$ cat config.mk
export PLATFORM = sky130hd
export DESIGN_NAME = tfpa_trim_page
export DESIGN_NICKNAME = d
export VERILOG_FILES = /design/src/tfpa_fuse_store.v /design/src/tfpa_trim_page.v
export VERILOG_INCLUDE_DIRS = /design/src /design/src/shared
export SDC_FILE = /design/constraint.sdc
export NUM_CORES = 1
export LEC_CHECK = 0
export ABC_AREA = 1
export BUFFER_PORTS_ARGS = -buffer_cell sky130_fd_sc_hd__buf_2
export CAP_MARGIN = 20
export CELL_PAD_IN_SITES_DETAIL_PLACEMENT = 0
export CELL_PAD_IN_SITES_GLOBAL_PLACEMENT = 1
export CORE_MARGIN = 5
export CORE_UTILIZATION = 44
export CTS_CLUSTER_DIAMETER = 200
export DETAILED_ROUTE_END_ITERATION = 7
export PLACE_DENSITY_LB_ADDON = 0.15
export SLEW_MARGIN = 20
export SYNTH_ARGS = -nofsm -noshare
export SYNTH_HDL_FRONTEND = slang
export SYNTH_SLANG_ARGS = --single-unit
export TNS_END_PERCENT = 20
$ cat constraint.sdc
create_clock -name mclk -period 9.08 [get_ports mclk]
set_input_delay 1.816 -clock mclk [delete_from_list [all_inputs] [get_ports mclk]]
set_output_delay 1.816 -clock mclk [all_outputs]
set_load 0.005 [all_outputs]
$ cat src/shared/tfpa_defines.vh
// Constants for the trim fuse page overlay: offsets, fields, reset values and timing
`ifndef TFPA_DEFINES_VH
`define TFPA_DEFINES_VH

// I/O RAM addresses of the two control registers
`define TFPA_ADDR_PAGE_CTRL 16'h270b
`define TFPA_ADDR_CODE_LOC 16'h2109

// Field positions
`define TFPA_PAGE_SELECT_BIT 0
`define TFPA_CODE_LOC_MSB 5
`define TFPA_CODE_LOC_LSB 0
`define TFPA_CODE_LOC_W 6

// Reset values
`define TFPA_PAGE_SELECT_RST 1'b0
`define TFPA_CODE_LOC_RST 6'h00

// Overlay geometry: one page of 1024 bytes on a 1024-byte boundary
`define TFPA_PAGE_BYTES 1024
`define TFPA_PAGE_OFS_W 10

// Trim object offsets inside the page
`define TFPA_OFS_TEMP_HOT_HIGH 10'h090
`define TFPA_OFS_TEMP_HOT_LOW 10'h091
`define TFPA_OFS_REF_HOT_HIGH 10'h092
`define TFPA_OFS_REF_HOT_LOW 10'h093
`define TFPA_OFS_REF_ROOM 10'h094

// Object widths
`define TFPA_TEMP_W 11
`define TFPA_REF_HOT_W 16
`define TFPA_REF_ROOM_W 8

// Value of any unused byte of the page
`define TFPA_BLANK_BYTE 8'h00

// Settle time of the fuse sense amplifiers after reset, in ns
`define TFPA_FUSE_SETTLE_NS 200
`define TFPA_CLK_PERIOD_NS 10
`define TFPA_FUSE_SETTLE_CYC \
  ((`TFPA_FUSE_SETTLE_NS + `TFPA_CLK_PERIOD_NS - 1) / `TFPA_CLK_PERIOD_NS)
`define TFPA_SETTLE_CNT_W 8

`endif

$ cat src/tfpa_fuse_store.v
// Byte lookup of the trim fuse page from the latched fuse words
`default_nettype none
`include "tfpa_defines.vh"

module tfpa_fuse_store (
  input wire [`TFPA_PAGE_OFS_W-1:0] page_offset,
  input wire [`TFPA_TEMP_W-1:0] temp_hot,
  input wire [`TFPA_REF_HOT_W-1:0] ref_hot,
  input wire [`TFPA_REF_ROOM_W-1:0] ref_room,
  output reg [7:0] page_byte
);

  always @* begin
    case (page_offset)
      `TFPA_OFS_TEMP_HOT_HIGH: page_byte = {5'h00, temp_hot[10:8]};
      `TFPA_OFS_TEMP_HOT_LOW: page_byte = temp_hot[7:0];
      `TFPA_OFS_REF_HOT_HIGH: page_byte = ref_hot[15:8];
      `TFPA_OFS_REF_HOT_LOW: page_byte = ref_hot[7:0];
      `TFPA_OFS_REF_ROOM: page_byte = ref_room;
      default: page_byte = `TFPA_BLANK_BYTE;
    endcase
  end

endmodule

`default_nettype wire

$ cat src/tfpa_trim_page.v
// Trim fuse page overlay on program memory, with its two I/O RAM control registers
//
// Notes on behaviour
// - While page select is set, program reads in the page window return trim page bytes.
// - The page window starts at 1024 times the code location field.
// - Trim values never appear on the I/O RAM read port, only through the overlay.
// - An 11-bit two's complement 85 C temperature sits at offsets 0x90 (10:8) and 0x91 (7:0).
// - A 16-bit hot reference deviation sits high byte at 0x92 and low byte at 0x93.
// - An 8-bit room temperature reference deviation sits at offset 0x94.
// - A byte with fewer than eight valid bits holds them from bit zero upward.
// - Trim objects are read only and reached by program memory reads, never data writes.
`default_nettype none
`include "tfpa_defines.vh"

module tfpa_trim_page #(
  parameter ADDR_W = 16,
  parameter SETTLE_CYC = `TFPA_FUSE_SETTLE_CYC
) (
  input wire mclk,
  input wire sys_rst,
  // I/O RAM register port from the processor
  input wire [ADDR_W-1:0] io_addr,
  input wire io_wr,
  input wire io_rd,
  input wire [7:0] io_wdata,
  output reg [7:0] io_rdata,
  output reg io_hit,
  output reg io_valid,
  // Program memory fetch port from the processor
  input wire [ADDR_W-1:0] pm_addr,
  input wire pm_rd,
  output reg [7:0] pm_rdata,
  output reg pm_valid,
  output reg pm_from_trim,
  // Flash array data for the address on pm_addr, same cycle
  input wire [7:0] flash_rdata,
  // Raw fuse macro outputs, static after power up
  input wire [`TFPA_TEMP_W-1:0] fuse_temp_hot,
  input wire [`TFPA_REF_HOT_W-1:0] fuse_ref_hot,
  input wire [`TFPA_REF_ROOM_W-1:0] fuse_ref_room,
  // Status levels
  output wire trim_page_select,
  output wire [`TFPA_CODE_LOC_W-1:0] code_location_base,
  output reg fuse_ready
);

  localparam ST_SETTLE = 2'h0;
  localparam ST_LATCH = 2'h1;
  localparam ST_READY = 2'h2;

  reg page_select;
  reg [`TFPA_CODE_LOC_W-1:0] code_loc;
  reg [1:0] fuse_state;
  reg [1:0] next_fuse_state;
  reg [`TFPA_SETTLE_CNT_W-1:0] settle_cnt;

  // Two-stage synchronisers on the fuse macro outputs
  reg [`TFPA_TEMP_W-1:0] temp_sync1;
  reg [`TFPA_TEMP_W-1:0] temp_sync2;
  reg [`TFPA_REF_HOT_W-1:0] ref_hot_sync1;
  reg [`TFPA_REF_HOT_W-1:0] ref_hot_sync2;
  reg [`TFPA_REF_ROOM_W-1:0] ref_room_sync1;
  reg [`TFPA_REF_ROOM_W-1:0] ref_room_sync2;

  // Shadow copies used by the overlay
  reg [`TFPA_TEMP_W-1:0] temp_hot;
  reg [`TFPA_REF_HOT_W-1:0] ref_hot;
  reg [`TFPA_REF_ROOM_W-1:0] ref_room;

  wire [7:0] page_byte;
  wire in_window;
  wire page_hit;

  assign trim_page_select = page_select;
  assign code_location_base = code_loc;

  // window on a 1KB boundary
  // Base built at full width so a 16-bit bus needs no zero-length padding
  function window_match;
    input [ADDR_W-1:0] addr;
    input [`TFPA_CODE_LOC_W-1:0] loc;
    reg [ADDR_W-1:0] base;
    begin
      base = {ADDR_W{1'b0}};
      base[`TFPA_CODE_LOC_W+`TFPA_PAGE_OFS_W-1:`TFPA_PAGE_OFS_W] = loc;
      window_match = (addr[ADDR_W-1:`TFPA_PAGE_OFS_W] ==
        base[ADDR_W-1:`TFPA_PAGE_OFS_W]);
    end
  endfunction

  function io_match;
    input [ADDR_W-1:0] addr;
    input [15:0] reg_addr;
    begin
      io_match = (addr == reg_addr[ADDR_W-1:0]);
    end
  endfunction

  assign in_window = window_match(pm_addr, code_loc);
  assign page_hit = page_select & in_window;

  // Control registers; only the processor writes them
  always @(posedge mclk or posedge sys_rst) begin
    if (sys_rst) begin
      page_select <= `TFPA_PAGE_SELECT_RST;
      code_loc <= `TFPA_CODE_LOC_RST;
    end else if (io_wr) begin
      if (io_match(io_addr, `TFPA_ADDR_PAGE_CTRL)) begin
        page_select <= io_wdata[`TFPA_PAGE_SELECT_BIT];
      end
      if (io_match(io_addr, `TFPA_ADDR_CODE_LOC)) begin
        code_loc <= io_wdata[`TFPA_CODE_LOC_MSB:`TFPA_CODE_LOC_LSB];
      end
    end
  end

  // no trim data on the I/O read path
  always @(posedge mclk or posedge sys_rst) begin
    if (sys_rst) begin
      io_rdata <= 8'h00;
      io_hit <= 1'b0;
      io_valid <= 1'b0;
    end else begin
      io_valid <= io_rd;
      if (io_rd) begin
        if (io_match(io_addr, `TFPA_ADDR_PAGE_CTRL)) begin
          io_rdata <= {7'h00, page_select};
          io_hit <= 1'b1;
        end else if (io_match(io_addr, `TFPA_ADDR_CODE_LOC)) begin
          io_rdata <= {2'h0, code_loc};
          io_hit <= 1'b1;
        end else begin
          io_rdata <= 8'h00;
          io_hit <= 1'b0;
        end
      end
    end
  end

  always @(posedge mclk or posedge sys_rst) begin
    if (sys_rst) begin
      temp_sync1 <= {`TFPA_TEMP_W{1'b0}};
      temp_sync2 <= {`TFPA_TEMP_W{1'b0}};
      ref_hot_sync1 <= {`TFPA_REF_HOT_W{1'b0}};
      ref_hot_sync2 <= {`TFPA_REF_HOT_W{1'b0}};
      ref_room_sync1 <= {`TFPA_REF_ROOM_W{1'b0}};
      ref_room_sync2 <= {`TFPA_REF_ROOM_W{1'b0}};
    end else begin
      temp_sync1 <= fuse_temp_hot;
      temp_sync2 <= temp_sync1;
      ref_hot_sync1 <= fuse_ref_hot;
      ref_hot_sync2 <= ref_hot_sync1;
      ref_room_sync1 <= fuse_ref_room;
      ref_room_sync2 <= ref_room_sync1;
    end
  end

  // Fuse sense amplifiers need time after reset before their outputs mean anything
  always @* begin
    next_fuse_state = fuse_state;
    case (fuse_state)
      ST_SETTLE: begin
        if (settle_cnt == SETTLE_CYC[`TFPA_SETTLE_CNT_W-1:0]) begin
          next_fuse_state = ST_LATCH;
        end
      end
      ST_LATCH: next_fuse_state = ST_READY;
      ST_READY: next_fuse_state = ST_READY;
      default: next_fuse_state = ST_SETTLE;
    endcase
  end

  always @(posedge mclk or posedge sys_rst) begin
    if (sys_rst) begin
      fuse_state <= ST_SETTLE;
      settle_cnt <= {`TFPA_SETTLE_CNT_W{1'b0}};
      fuse_ready <= 1'b0;
      temp_hot <= {`TFPA_TEMP_W{1'b0}};
      ref_hot <= {`TFPA_REF_HOT_W{1'b0}};
      ref_room <= {`TFPA_REF_ROOM_W{1'b0}};
    end else begin
      fuse_state <= next_fuse_state;
      if (fuse_state == ST_SETTLE) begin
        settle_cnt <= settle_cnt + 1'b1;
      end
      // shadows are loaded once and never written by software
      if (fuse_state == ST_LATCH) begin
        temp_hot <= temp_sync2;
        ref_hot <= ref_hot_sync2;
        ref_room <= ref_room_sync2;
        fuse_ready <= 1'b1;
      end
    end
  end

  tfpa_fuse_store u_store (
    .page_offset(pm_addr[`TFPA_PAGE_OFS_W-1:0]),
    .temp_hot(temp_hot),
    .ref_hot(ref_hot),
    .ref_room(ref_room),
    .page_byte(page_byte)
  );

  // Program fetch answer one cycle after the request
  always @(posedge mclk or posedge sys_rst) begin
    if (sys_rst) begin
      pm_rdata <= 8'h00;
      pm_valid <= 1'b0;
      pm_from_trim <= 1'b0;
    end else begin
      pm_valid <= pm_rd;
      if (pm_rd) begin
        pm_from_trim <= page_hit;
        if (page_hit) begin
          pm_rdata <= page_byte;
        end else begin
          pm_rdata <= flash_rdata;
        end
      end
    end
  end

endmodule

`default_nettype wire

==> results of run 1 <==
worst max-delay path: stages:
cell and delay, ns:
buf_2 0.12, inv_6 0.44, buf_4 0.80
worst min-delay path by stage:
stage	endpoint	slack, ns	cells past startpoint
6_report	ref_hot_sync2[14]$_DFF_PP0_	0.34	0
5_1_grt	ref_room_sync2[0]$_DFF_PP0_	0.35	0
4_1_cts	temp_sync2[0]$_DFF_PP0_	0.35	0
3_5_place_dp	ref_room_sync2[0]$_DFF_PP0_	0.33	0
3_3_place_gp	ref_hot_sync2[10]$_DFF_PP0_	0.33	0
2_1_floorplan	ref_hot_sync2[0]$_DFF_PP0_	0.33	0
cell usage in the layout, fill, tap and decap left out, types with 12 or more instances in the layout:
cell type	netlist	final
nand2_1	157	157
clkbuf_16	0	17
dfrtp_1	141	141
nand3_1	37	37
nor2_1	33	33
buf_2	0	111
o21ai_1	12	12
inv_1	43	42
o21ai_0	16	16
a21oi_1	15	15
cell type report:
type / count / share of cell area (%)
clock inverter: 7 / 1.43
multi-input combinational: 311 / 22.6
timing repair buffer: 113 / 8.82
clock buffer: 22 / 7.02
tap: 143 / 2.77
inverter: 47 / 2.80
sequential: 141 / 54.5
cells by family (layout without fill, tap and decap cells):
group / after synthesis / in the layout / share of synthesized area (%)
and+or+nand+nor: 248 / 248 / 20.5
AOI/OAI and AO/OA: 50 / 50 / 5.06
DFF: 141 / 141 / 67.3
adders and majority gates: 5 / 5 / 1.19
buffers and inverters: 62 / 189 / 4.87
xor gates and xnor gates: 6 / 6 / 1.00
other: 1 / 2 / 0.0715
per-stage QoR:
| stage | instances | hold WS [ns] | cell area (um^2) | total power [W] | utilization [%] |
|---|---|---|---|---|---|
| global route | 784 | 0.353 | 6470 | 0.00143 | 55.9 |
| detailed placement | 755 | 0.335 | 5920 | 0.000740 | 51.2 |
| global placement | 755 | 0.333 | 5920 | 0.000738 | 51.2 |
| floorplan | 514 | 0.331 | 5250 | 0.000705 | - |
| finish | 784 | 0.343 | 6470 | 0.00137 | 55.9 |
| CTS | 784 | 0.347 | 6470 | 0.00139 | 55.9 |
metal layers:
metal | vias to the layer above | share of wire [%] | GRT usage (%)
met1 | 1628 | 46 | 20.2
li1 | 1849 | - | -
met2 | 102 | 45 | 24.2
met5 | - | 0 | 0
met4 | 0 | 1.6 | 5.87
met3 | 16 | 7.4 | 6.54
registers in the layout, indices dropped and copies added (netlist names), 8 cells and up:
signal          flops
temp_sync1         11
ref_hot            16
ref_room_sync2      8
settle_cnt          8
ref_hot_sync2      16
ref_hot_sync1      16
pm_rdata            8
ref_room_sync1      8
temp_sync2         11
temp_hot           11
ref_room            8
where the power goes:
group          internal [W]  switching [W]  total [W]
clock              0.000405       0.000237   0.000642
combinational     0.0000240      0.0000361  0.0000601
sequential         0.000657      0.0000110   0.000668
total               0.00109       0.000284    0.00137
==> results.cfg, run 1 <==
[status]
outcome = complete, no violations

[clock_network]
clk_latency_ns = 0.41
cts_tree = yes
cts_sinks = 141
numCtsBuffers = 17
cts_buffer_depth = 2
cts_hold_buf = 0
clockRootBuffer = clkbuf_16
cts.repair.resized = 0
cts_htree_levels = 4
post_cts_buffers = 0
clk_pin_slew_ns = 0.06

[critical_path]
crit_end = ref_room_sync2[1]$_DFF_PP0_
cp-start-kind = input pin
worstSetupStartpoint = sys_rst
endpoint_kind = asynchronous set/reset pin
path_class = input pin to asynchronous set/reset pin
critical_path_required_ns = 9.50
r2r_slack_ns = 7.48
reg2regPathDepth = 6
cp_max_fo = 72
r2r-start = fuse_state[1]$_DFFE_PP0P_
arrival_ns = 3.24
reg2reg_to = settle_cnt[7]$_DFFE_PP0N_

[synthesis]
synth_edf_count = 0
synth_most_common_cell = nand2_1
synth_area_leader_cell = dfrtp_1
synthDistinctLibCells = 31
synth_area_per_cell_um2 = 10.2
netlist_area_um2 = 5240
ys_top_cells_by_area = dfrtp_1 67%, nand2_1 11%, nand3_1 3.5%
synth_ff_type = dfrtp_1
ys_ff_latch = 141
synthArstFlopShare_pct = 100
ys_seq_area_share_pct = 67.3
yosysWarnings = 0
synth_common_cells = 157 x nand2_1, 141 x dfrtp_1, 43 x inv_1, 37 x nand3_1, 33 x nor2_1
synth.top_cell.area_share_pct = 67.3
syn_inst = 513

[place]
dp_hpwl_um = 7520
pre_cts_ws_ns = 5.72
port-buffer-count = 111
gp_congestion = 0.828

[grt]
grt_pass1_vias = 3729
grt_usage_pct = 15.8
grt_pass1_wl_um = 17700
grt_overflow = 0
grt_max_degree = 73
antenna_found_initial = 0

[hold_path]
hold_start = ref_hot_sync1[14]$_DFF_PP0_
hp-class = register to register

[floorplanning]
rows = 39
ioPinCount = 116
dieArea_um2 = 14200
die_h_um = 119
die-width_um = 119
core_um2 = 11600
initial_core_util_pct = 45.3

[drt]
routedWlPerCell_um = 13.4
viasPerCell = 4.59
wl_um = 10500
first_pass_iters = 4
vias = 3595
initialDrtViolationCount = 202
drc = 0
antenna_left = 0

[timing]
drv_slew = 0
tightest_slew_ns = 0.922
maxSlewHeadroom_pct = 38.4
fin_crit_sh_pct = 31.1
hold_violations = 0
clock_skew_ns = 0.00796
period_minus_slack_ns = 2.82
setup_viol = 0
rsz0062_at_grt = no
fin_ws_ns = 6.26
tns_ns = 0
fmaxAchievable_ghz = 0.354

[cells_and_area]
final_layout_size_suffix_gt1_share_pct = 24.0
n_fill_cell = 1048
areaGrowthSynthToFinish_pct = 23.4
register_area_um2 = 3530
antenna_cells = 0
multiInputGateArea_um2 = 1460
layout.nets = 724

[job]
maxCapViolCount = 0

[pwr]
ir_drop_uv = 137
total_leakage_power_nw = 3.26
pwr_density_cell_nw_per_um2 = 212
No activity file was read; power rests on OpenSTA's default activity.
==> run 2, diff against run 1 <==
ABC_AREA = 0   (was 1)
CORE_UTILIZATION = 43   (was 44)
clock period = 2.62 ns   (was 9.08 ns; I/O delays follow)
==> results.cfg, run 2 <==
[status]
outcome = complete, no violations

[critical_path]
cp_max_fo = 8
path_class = register to register
critPathMaxStageDelay_ns = 0.51
slowest_stage = nor3_2
endpoint_kind = register
cp-start-kind = register
cp_cell_sequence = xnor2_1, nand4_1, nor3_2, a31oi_1, o21ai_0
arrival_ns = 1.95
critical_path_required_ns = 2.94

[synthesis]
ys_ff_latch = 141
yosysWarnings = 0
synthDistinctLibCells = 45
synthArstFlopShare_pct = 100
netlist_area_um2 = 5090
ys_top_cells_by_area = dfrtp_1 69%, mux2_2 8.2%, mux2i_1 2.2%
synth_area_per_cell_um2 = 14.7
syn_inst = 346
ys_seq_area_share_pct = 69.4
synth_area_leader_cell = dfrtp_1
synth.top_cell.area_share_pct = 69.4
synth_common_cells = 141 x dfrtp_1, 37 x mux2_2, 17 x o21ai_0, 14 x nand2_1, 13 x inv_1
synth_ff_type = dfrtp_1
synth_edf_count = 0
synth_most_common_cell = dfrtp_1

[grt]
grt_max_degree = 52
met1_usage_pct = 20.1
use_met2_pct = 20.4
grt_usage_pct = 14.3
grt_pass1_wl_um = 15800
grtUsageMet3_pct = 4.92
antenna_found_initial = 0
grt_busiest_layer = met2
grt_pass1_vias = 3113
grt_overflow = 0

[clock_network]
post_cts_buffers = 0
clk_latency_ns = 0.40
cts.repair.resized = 0
cts_htree_levels = 4
cts_tree = yes
clk_pin_slew_ns = 0.06
cts_hold_buf = 0
cts_sinks = 141
numCtsBuffers = 17
clockRootBuffer = clkbuf_16
cts_buffer_depth = 2

[cells_and_area]
mostFrequentLayoutCell = dfrtp_1
n_fill_cell = 980
final_layout_size_suffix_gt1_share_pct = 41.3
layout.nets = 560
layout_common_cells = 141 x dfrtp_1, 111 x buf_2, 37 x mux2_2
areaGrowthSynthToFinish_pct = 26.0
reg_top3 = ref_hot (16), ref_hot_sync1 (16), ref_hot_sync2 (16)
antenna_cells = 0
fin_util_pct = 55.6

[place]
port-buffer-count = 111
gp_congestion = 0.748
dp_hpwl_um = 6640

[timing]
drv_slew = 0
fmaxAchievable_ghz = 0.614
hold_violations = 0
setup_viol = 0
maxSlewHeadroom_pct = 49.6
tns_ns = 0
period_minus_slack_ns = 1.63
rsz0062_at_grt = no
tightest_slew_ns = 0.754
clock_skew_ns = 0.00445
fin_crit_sh_pct = 62.2

[drt]
routedWlPerCell_um = 14.9
antenna_left = 0
drc = 0
first_pass_iters = 4
wl_um = 9300
vias = 2993
viasPerCell = 4.80
initialDrtViolationCount = 155

[hold_path]
hp-class = input pin to register

[pwr]
total_leakage_power_nw = 3.00
ir_drop_uv = 376
pwr_density_cell_nw_per_um2 = 758

[floorplanning]
die-width_um = 119
die_h_um = 119
dieArea_um2 = 14100
initial_core_util_pct = 44.2
core_um2 = 11500
ioPinCount = 116
rows = 39

[job]
maxCapViolCount = 0
## run 2: cell types whose count changed after synthesis, sizes merged, moves of 6 or more
cell / previous run / this run
nand3: 37 / 11
xnor2: 1 / 10
a21oi: 15 / 1
a31oi: 1 / 7
nor2: 39 / 5
nor2b: 0 / 11
o21ai: 28 / 18
inv: 46 / 13
mux2i: 0 / 11
nand2: 159 / 15
mux2: 0 / 43
## run 2: power by group
group	switching, W	leakage, nW	total [W]	internal (W)
Sequential	0.0000353	1.68	0.00231	0.00227
Clock	0.000874	0.270	0.00231	0.00143
Combinational	0.000124	1.04	0.000242	0.000118
## run 2: cell families after synthesis
family / synth area share [%]
muxes: 12.1
DFF: 69.4
buffers and inverters: 2.53
other: 0.0737
and+or+nand+nor: 6.94
adders and majority gates: 1.23
xor gates and xnor gates: 2.24
AOI/OAI and AO/OA: 5.49
## run 2: worst paths after layout
path	startpoint	end	depth (start not counted)	slack, ns
min in group asynchronous	sys_rst	io_rdata[0]$_DFFE_PP0P_	2	0.25
worst max-delay path	code_location_base[1]$_DFFE_PP0P_	pm_rdata[7]$_DFFE_PP0P_	5	0.99
worst max register to register	code_location_base[1]$_DFFE_PP0P_	pm_rdata[7]$_DFFE_PP0P_	5	0.99
worst min register to register	ref_hot_sync1[3]$_DFF_PP0_	ref_hot_sync2[3]$_DFF_PP0_	0	0.35
worst min-delay path	fuse_temp_hot[3]	temp_sync1[3]$_DFF_PP0_	1	0.22
max in group asynchronous	sys_rst	temp_sync1[4]$_DFF_PP0_	3	1.69
## run 2: stage by stage
stage	instances	worst slack (ns)	instance area, um^2	total power (W)	hold WS [ns]
3_3_place_gp	591	0.715	5820	0.00259	0.333
2_1_floorplan	347	0.333	5090	0.00246	0.331
5_1_grt	623	0.768	6410	0.00506	0.196
3_5_place_dp	591	0.663	5820	0.00260	0.335
4_1_cts	623	0.959	6410	0.00493	0.205
6_report	623	0.992	6410	0.00486	0.222
## run 2: cell type report
cell class	instances	area, um^2	share of cell area (%)
inverter	13	52.6	0.820
clock buffer	20	447	6.97
timing repair buffer	116	631	9.84
sequential	141	3530	55.1
clock inverter	12	138	2.15
tap	143	179	2.79
multi-input combinational	178	1430	22.4
## run 2: critical path: cells and delay by family, from the launching register on
| kind | cells | cell delay [ns] |
|---|---|---|
| simple gates | 2 | 0.69 |
| flops | 1 | 0.41 |
| xor+xnor | 1 | 0.20 |
| compound gates | 2 | 0.25 |
## run 2: layer usage
layer / part of all wire [%] / vias to the layer above
met5: 0 / -
met4: 1.6 / 0
met3: 7.0 / 14
met2: 45 / 95
met1: 46 / 1448
li1: - / 1436
